File: config.mk
export PLATFORM = sky130hd
export DESIGN_NAME = dsco_cmd_opts
export DESIGN_NICKNAME = d
export VERILOG_FILES = /design/src/include/dsco_pkg.sv /design/src/design/dsco_len_calc.sv /design/src/design/dsco_rec_ctr.sv /design/src/design/dsco_cmd_opts.sv
export SDC_FILE = /design/constraint.sdc
export NUM_CORES = 1
export LEC_CHECK = 0
export CAP_MARGIN = 20
export CORE_MARGIN = 3
export CORE_UTILIZATION = 64
export DETAILED_ROUTE_END_ITERATION = 8
export DONT_BUFFER_PORTS = 1
export HOLD_SLACK_MARGIN = 0.03
export PLACE_DENSITY = 0.76
export REMOVE_ABC_BUFFERS = 1
export SYNTH_ARGS = -nofsm -noshare
export SYNTH_HDL_FRONTEND = slang
export SYNTH_HIERARCHICAL = 1
export SYNTH_SLANG_ARGS = --single-unit
File: constraint.sdc
create_clock -name core_clk -period 2.51 [get_ports core_clk]
set_clock_uncertainty 0.1 [all_clocks]
set_input_delay 0.251 -clock core_clk [delete_from_list [all_inputs] [get_ports core_clk]]
set_output_delay 0.251 -clock core_clk [all_outputs]
set_load 0.05 [all_outputs]
File: src/include/dsco_pkg.sv
package dsco_pkg;
  // ****************************************
  // Register offsets (byte addresses)
  // ****************************************
  localparam logic [7:0] OFF_COMMAND    = 8'h00;
  localparam logic [7:0] OFF_SECTOR     = 8'h04;
  localparam logic [7:0] OFF_TRACK_SECS = 8'h08;
  localparam logic [7:0] OFF_STATUS     = 8'h0C;
  localparam logic [7:0] OFF_LENGTH     = 8'h10;
  localparam logic [7:0] OFF_IRQ_STAT   = 8'h14;
  localparam logic [7:0] OFF_IRQ_EN     = 8'h18;
  localparam logic [7:0] OFF_IRQ_CLR    = 8'h1C;

  // ****************************************
  // Command layout
  // ****************************************
  localparam int        CMD_TYPE_HI   = 7;
  localparam int        CMD_TYPE_LO   = 5;
  localparam int        CMD_MULTI_BIT = 4;
  localparam int        CMD_BLEN_BIT  = 3;
  localparam logic [2:0] TYPE_READ    = 3'h4;
  localparam logic [2:0] TYPE_WRITE   = 3'h5;
  localparam logic [3:0] TYPE_FORCE   = 4'hD;

  // ****************************************
  // Status and interrupt bits
  // ****************************************
  localparam int ST_BUSY_BIT  = 0;
  localparam int ST_CRC_BIT   = 3;
  localparam int IRQ_DONE_BIT = 0;
  localparam int IRQ_CRC_BIT  = 1;
  localparam int IRQ_FORCE_BIT = 2;
  localparam int IRQ_W        = 3;

  // ****************************************
  // Sizes and reset values
  // ****************************************
  localparam int          LEN_MULT       = 16;
  localparam int          LEN_SHIFT      = 4;
  localparam logic [7:0]  RST_SECTOR     = 8'h01;
  localparam logic [7:0]  RST_TRACK_SECS = 8'h1A;

  typedef enum logic [2:0]
  {
    DSCO_IDLE = 3'b001,
    DSCO_XFER = 3'b010,
    DSCO_DONE = 3'b100
  } dsco_state_t;
endpackage : dsco_pkg

File: src/design/dsco_len_calc.sv
`timescale 1ns/10ps
// Sector data size from the on-disk length code
module dsco_len_calc
  import dsco_pkg::*;
(
  input  wire logic [7:0]  len_code,
  input  wire logic        std_block,
  output logic      [11:0] byte_count
);
  import dsco_pkg::*;

  always_comb
  begin
    // Standard sizing is outside this block; keep the same rule
    if (!std_block)
      byte_count = {len_code, 4'h0};
    else
      byte_count = {len_code, 4'h0};
  end
endmodule : dsco_len_calc

File: src/design/dsco_rec_ctr.sv
`timescale 1ns/10ps
// Record counter: advances sector, flags end of track
module dsco_rec_ctr
  import dsco_pkg::*;
(
  input  wire logic       core_clk,
  input  wire logic       rst_b,
  input  wire logic       load,
  input  wire logic [7:0] load_val,
  input  wire logic       advance,
  input  wire logic [7:0] track_secs,
  output logic      [7:0] sector,
  output logic            past_end
);
  import dsco_pkg::*;

  always_ff @(posedge core_clk)
  begin
    if (!rst_b)
      sector <= RST_SECTOR;
    else if (load)
      sector <= load_val;
    else if (advance)
      sector <= sector + 8'h01;
  end

  assign past_end = (sector > track_secs);
endmodule : dsco_rec_ctr

File: src/design/dsco_cmd_opts.sv
`timescale 1ns/10ps
// Contract
// - Single record: one sector, then interrupt
// - Multi record: advance sector after each
// - Stop and interrupt past track end
// - Forced interrupt ends transfer, raises interrupt
// - Non-standard size is length code times 16
// - Data CRC error ends command, sets status
module dsco_cmd_opts
  import dsco_pkg::*;
(
  input  wire logic        core_clk,
  input  wire logic        rst_b,
  input  wire logic        psel,
  input  wire logic        penable,
  input  wire logic        pwrite,
  input  wire logic [7:0]  paddr,
  input  wire logic [31:0] pwdata,
  output logic      [31:0] prdata,
  output logic             pready,
  output logic             pslverr,
  input  wire logic        rec_done,
  input  wire logic        rec_crc_err,
  input  wire logic [7:0]  rec_len_code,
  output logic             data_request,
  output logic             xfer_write,
  output logic      [7:0]  xfer_sector,
  output logic      [11:0] xfer_bytes,
  output logic             irq
);
  import dsco_pkg::*;

  // ****************************************
  // Register storage
  // ****************************************
  logic [7:0]       command;
  logic [7:0]       track_secs;
  logic [7:0]       status;
  logic [IRQ_W-1:0] irq_stat;
  logic [IRQ_W-1:0] irq_en;
  logic [11:0]      length;
  dsco_state_t      state;
  logic             multi;
  logic             blen;
  logic             wr_cmd;
  logic [7:0]       sector;
  logic             past_end;
  logic [11:0]      calc_bytes;

  logic wr_acc;
  logic rd_acc;
  logic cmd_wr;
  logic sec_wr;
  logic is_xfer_cmd;
  logic is_force;
  logic ev_done;
  logic ev_crc;
  logic ev_force;
  logic advance;
  logic adv_d;
  logic track_end;

  function automatic logic known_addr(input logic [7:0] a);
    case (a)
      OFF_COMMAND, OFF_SECTOR, OFF_TRACK_SECS, OFF_STATUS,
      OFF_LENGTH, OFF_IRQ_STAT, OFF_IRQ_EN, OFF_IRQ_CLR:
        known_addr = 1'b1;
      default:
        known_addr = 1'b0;
    endcase
  endfunction : known_addr

  // ****************************************
  // APB slave, zero wait states
  // ****************************************
  assign pready  = 1'b1;
  assign pslverr = psel && penable && !known_addr(paddr);
  assign wr_acc  = psel && penable && pwrite && known_addr(paddr);
  // Loaded in setup so read data already stands at the access edge
  assign rd_acc  = psel && !penable && !pwrite;
  assign cmd_wr  = wr_acc && (paddr == OFF_COMMAND);
  assign sec_wr  = wr_acc && (paddr == OFF_SECTOR) && (state == DSCO_IDLE);

  assign is_xfer_cmd = (pwdata[CMD_TYPE_HI:CMD_TYPE_LO] == TYPE_READ)
                    || (pwdata[CMD_TYPE_HI:CMD_TYPE_LO] == TYPE_WRITE);
  assign is_force    = (pwdata[CMD_TYPE_HI:CMD_TYPE_HI-3] == TYPE_FORCE);

  always_ff @(posedge core_clk)
  begin
    if (!rst_b)
      prdata <= 32'h0000_0000;
    else if (rd_acc)
    begin
      case (paddr)
        OFF_COMMAND:    prdata <= {24'h0, command};
        OFF_SECTOR:     prdata <= {24'h0, sector};
        OFF_TRACK_SECS: prdata <= {24'h0, track_secs};
        OFF_STATUS:     prdata <= {24'h0, status};
        OFF_LENGTH:     prdata <= {20'h0, length};
        OFF_IRQ_STAT:   prdata <= {29'h0, irq_stat};
        OFF_IRQ_EN:     prdata <= {29'h0, irq_en};
        default:        prdata <= 32'h0000_0000;
      endcase
    end
  end

  always_ff @(posedge core_clk)
  begin
    if (!rst_b)
      track_secs <= RST_TRACK_SECS;
    else if (wr_acc && (paddr == OFF_TRACK_SECS))
      track_secs <= pwdata[7:0];
  end

  always_ff @(posedge core_clk)
  begin
    if (!rst_b)
      irq_en <= '0;
    else if (wr_acc && (paddr == OFF_IRQ_EN))
      irq_en <= pwdata[IRQ_W-1:0];
  end

  // ****************************************
  // Command sequencer
  // ****************************************
  assign ev_crc   = (state == DSCO_XFER) && rec_done && rec_crc_err;
  assign ev_force = (state == DSCO_XFER) && cmd_wr && is_force;
  assign advance  = (state == DSCO_XFER) && rec_done && !rec_crc_err
                    && multi && !ev_force;

  always_ff @(posedge core_clk)
  begin
    if (!rst_b)
    begin
      state   <= DSCO_IDLE;
      command <= 8'h00;
      multi   <= 1'b0;
      blen    <= 1'b0;
      wr_cmd  <= 1'b0;
    end
    else
    begin
      case (state)
        DSCO_IDLE:
        begin
          if (cmd_wr && is_xfer_cmd)
          begin
            command <= pwdata[7:0];
            multi   <= pwdata[CMD_MULTI_BIT];
            blen    <= pwdata[CMD_BLEN_BIT];
            wr_cmd  <= pwdata[CMD_TYPE_LO];
            state   <= DSCO_XFER;
          end
        end
        DSCO_XFER:
        begin
          if (ev_force)
          begin
            command <= pwdata[7:0];
            state   <= DSCO_DONE;
          end
          else if (ev_crc)
            state <= DSCO_DONE;
          else if (rec_done && !multi)
            state <= DSCO_DONE;
          else if (track_end)
            state <= DSCO_DONE;
        end
        DSCO_DONE:
          state <= DSCO_IDLE;
        default:
          state <= DSCO_IDLE;
      endcase
    end
  end

  // Past-end check uses the advanced sector, one cycle after advance
  always_ff @(posedge core_clk)
  begin
    if (!rst_b)
      adv_d <= 1'b0;
    else
      adv_d <= advance;
  end

  // ev_done fires once per single-record or track end; CRC and forced ends raise only their own bits
  assign track_end = (state == DSCO_XFER) && adv_d && past_end
                     && !ev_force && !ev_crc;
  assign ev_done   = ((state == DSCO_XFER) && rec_done && !multi
                     && !rec_crc_err && !ev_force)
                   || track_end;

  // Track end handled on its own since it leaves the sequencer above
  logic term_track;
  always_ff @(posedge core_clk)
  begin
    if (!rst_b)
      term_track <= 1'b0;
    else
      term_track <= track_end;
  end

  always_ff @(posedge core_clk)
  begin
    if (!rst_b)
      status <= 8'h00;
    else
    begin
      status[ST_BUSY_BIT] <= (state == DSCO_XFER) && !term_track
                             && !track_end;
      if (cmd_wr && is_xfer_cmd && (state == DSCO_IDLE))
        status[ST_CRC_BIT] <= 1'b0;
      else if (ev_crc)
        status[ST_CRC_BIT] <= 1'b1;
    end
  end

  always_ff @(posedge core_clk)
  begin
    if (!rst_b)
      length <= 12'h000;
    else if ((state == DSCO_XFER) && rec_done)
      length <= calc_bytes;
  end

  // ****************************************
  // Interrupt status, set wins over clear
  // ****************************************
  logic [IRQ_W-1:0] ev_vec;
  logic [IRQ_W-1:0] clr_vec;
  assign ev_vec  = {ev_force, ev_crc, ev_done};
  assign clr_vec = (wr_acc && (paddr == OFF_IRQ_CLR)) ?
                   pwdata[IRQ_W-1:0] : '0;

  always_ff @(posedge core_clk)
  begin
    if (!rst_b)
      irq_stat <= '0;
    else
      irq_stat <= (irq_stat & ~clr_vec) | ev_vec;
  end

  assign irq = |(irq_stat & irq_en);

  // ****************************************
  // Record-side outputs
  // ****************************************
  logic xfer_live;
  assign xfer_live = (state == DSCO_XFER) && !track_end && !term_track;

  always_ff @(posedge core_clk)
  begin
    if (!rst_b)
    begin
      data_request <= 1'b0;
      xfer_write   <= 1'b0;
      xfer_sector  <= RST_SECTOR;
      xfer_bytes   <= 12'h000;
    end
    else
    begin
      data_request <= xfer_live && !rec_done && !advance;
      xfer_write   <= wr_cmd;
      xfer_sector  <= sector;
      xfer_bytes   <= calc_bytes;
    end
  end

  // Sector counter and size rule
  dsco_rec_ctr u_rec_ctr
  (
    .core_clk   (core_clk),
    .rst_b      (rst_b),
    .load       (sec_wr),
    .load_val   (pwdata[7:0]),
    .advance    (advance),
    .track_secs (track_secs),
    .sector     (sector),
    .past_end   (past_end)
  );

  dsco_len_calc u_len_calc
  (
    .len_code   (rec_len_code),
    .std_block  (blen),
    .byte_count (calc_bytes)
  );
endmodule : dsco_cmd_opts

==> impl_metrics.csv <==
group,metric,value,unit
outcome,outcome,"finished, final reports clean",
pwr,internal-power,1.80,mW
clock_tree,cts_setup_buffers,0,
clock_tree,clock-sinks,85,
worst_setup_path,reg2reg_slack,390,ps
sta,tightest_slew,553,ps
global_routing,grtUsageMet1,39.5,%
detailed_routing,wl_per_cell,18.0,um
sta,fmax,0.473,GHz
worst_setup_path,crit_path_max_fanout,9,
worst_hold_path,hold_path_class,"in -> reg",
pwr,p_switching,0.707,mW
die,pin_count,112,
worst_hold_path,whs_endpoint,"prdata[0]",
worst_setup_path,startpoint_type,"flip-flop",
layout,area_growth,8.59,%
place,dp_hpwl,6610,um
detailed_routing,detail-route-antenna-nets,0,
logic_synthesis,synth_cells,456,
detailed_routing,wl,9850,um
sta,rsz0062_at_grt,"false",
sta,setup_viol,0,
place,port_buffers,0,
global_routing,use_met3,6.84,%
logic_synthesis,yosys_warnings,6,
flow_run,drv_cap,0,
clock_tree,cts_buffers,9,
layout,drive_gt1_share,10.4,%
worst_hold_path,holdPathStages,2,
die,core_area,6060,um^2
pwr,leakage,1.82,nW
sta,tns,0,ps
clock_tree,clockRootBuffer,"clkbuf_8",
die,die_w,86.3,um
sta,relSlewSlack,62.9,%
global_routing,grt_max_degree,83,
worst_setup_path,reg2reg_from,"state[1]",
worst_setup_path,worst-endpoint-required,2680,ps
layout,diodes,0,
pwr,power.share.sequential,55.9,%
worst_setup_path,end_kind,"flip-flop",
clock_tree,cts_tree,"done",
global_routing,use_met2,42.9,%
sta,hold_viol_final,0,
detailed_routing,via_per_inst,6.09,
clock_tree,cts_buffer_depth,2,
clock_tree,cts-htree-levels,3,
sta,slew_viol_final,0,
pwr,p_clk_share,36.2,%
worst_setup_path,cp.arrival,2280,ps
global_routing,grt_pass1_wl,16300,um
logic_synthesis,synth_area,4120,um^2
logic_synthesis,syn_avg_cell_area,9.04,um^2
pwr,power_density,559,nW/um^2
die,initial_core_util,68.0,%
clock_tree,insertion_delay,360,ps
sta,min_period_over_period,84.3,%
die,die-area,7440,um^2
global_routing,grt_usage,28.1,%
sta,finalCriticalPeriod,2120,ps
layout,postLayoutCellArea,4480,um^2
worst_setup_path,rr_endpoint,"u_rec_ctr/sector[1]",
die,die_y,86.3,um
global_routing,antenna_found_initial,0,
worst_setup_path,reg2reg_depth,8,
pwr,swShare,28.3,%
die,core.rowCount,28,
worst_setup_path,critical_path_class,"reg -> reg",
pwr,comb_power_share,8.0,%
detailed_routing,vias,3336,
detailed_routing,drtPass1Iterations,5,
worst_hold_path,hold_start,"paddr[2]",
global_routing,grt-busiest-layer,"met2",
detailed_routing,first_iter_violations,271,
layout,n_fill_cell,451,
place,place_area,4050,um^2
global_routing,first_global_vias,3203,
detailed_routing,drc,0,
global_routing,grt-ovfl-total,0,
place,gp_congestion,0.840,
pwr,ir_drop,0.000393,V
layout,nets,532,
clock_tree,path_clk_slew,90,ps
-- per-layer routing --
| layer | vias up | wire (um) |
|---|---|---|
| li1 | 1585 | - |
| met1 | 1567 | 4370 |
| met2 | 171 | 4390 |
| met3 | 13 | 964 |
| met4 | 0 | 127 |
| met5 | - | 0 |
-- power groups by stage --
stage | registers (mW) | logic, mW | clock network, mW
final | 1.40 | 0.200 | 0.905
after floorplan | 1.43 | 0.126 | 0
after global routing | 1.40 | 0.213 | 0.984
after detailed placement | 1.43 | 0.142 | 0
after CTS | 1.40 | 0.197 | 0.914
after global placement | 1.43 | 0.140 | 0
-- timing repair --
action                     4_1_cts  5_1_grt
setup endpoints to repair        0        2
hold buffers                    22        0
resized for setup                0        1
hold endpoints to repair        78        0
-- layout by cell type, fill, tap and decap left out, types with 6 or more instances in the layout --
master,n
o21ai_0,22
buf_4,14
conb_1,25
and2_1,22
ha_1,9
nor2b_1,6
nor3_1,6
dlygate4sd3_1,21
nand4_1,9
clkbuf_8,9
nand2_1,59
nand3_1,15
a21o_1,6
inv_1,12
a21boi_0,14
mux2i_1,21
nand2b_1,6
nor2_1,13
dfxtp_1,85
-- registers in the layout (all words and copies together) (netlist names) --
signal,flops
term_track,1
irq_en,3
track_secs,8
u_rec_ctr/sector,8
adv_d,1
state,3
wr_cmd,1
data_request,1
multi,1
command,8
xfer_write,1
xfer_bytes,12
xfer_sector,8
irq_stat,3
status,2
length,12
prdata,12
-- critical path, cell delays in order (launching register included) --
cell,delay (ps)
dfxtp_1,390
nor3b_2,300
nand4_1,200
nor3_1,370
nor3_1,90
buf_4,190
mux2i_1,160
o21ai_0,80
and2_1,150
-- worst max-delay path by stage --
stage / depth (start not counted) / to / start
after floorplan: 6 / u_rec_ctr/sector[6] / state[1]
after global placement: 8 / u_rec_ctr/sector[2] / state[1]
after detailed placement: 8 / u_rec_ctr/sector[1] / state[1]
after CTS: 8 / u_rec_ctr/sector[1] / state[1]
after global routing: 8 / u_rec_ctr/sector[3] / state[1]
final: 8 / u_rec_ctr/sector[1] / state[1]
-- per-stage QoR --
| step | hold WS [ps] | util [%] | power (mW) | std cells | worst slack (ps) |
|---|---|---|---|---|---|
| global placement | 226 | 66.9 | 1.57 | 510 | 320 |
| CTS | 30.7 | 73.8 | 2.51 | 548 | 269 |
| detailed placement | 227 | 66.9 | 1.57 | 510 | 264 |
| floorplan | 213 | - | 1.55 | 421 | 22.3 |
| global route | 61.0 | 73.8 | 2.60 | 548 | 176 |
| finish | 29.2 | 73.8 | 2.50 | 548 | 394 |
-- area by class of cell --
type | count | area (um^2) | area share (%)
clock buffer | 9 | 124 | 2.77
clock inverter | 7 | 55.1 | 1.23
inverter | 13 | 48.8 | 1.09
multi-input combinational | 323 | 2110 | 47.1
sequential | 85 | 1700 | 38.0
tap | 75 | 93.8 | 2.10
timing repair buffer | 36 | 343 | 7.66
No activity file was read; power rests on OpenSTA's default activity.
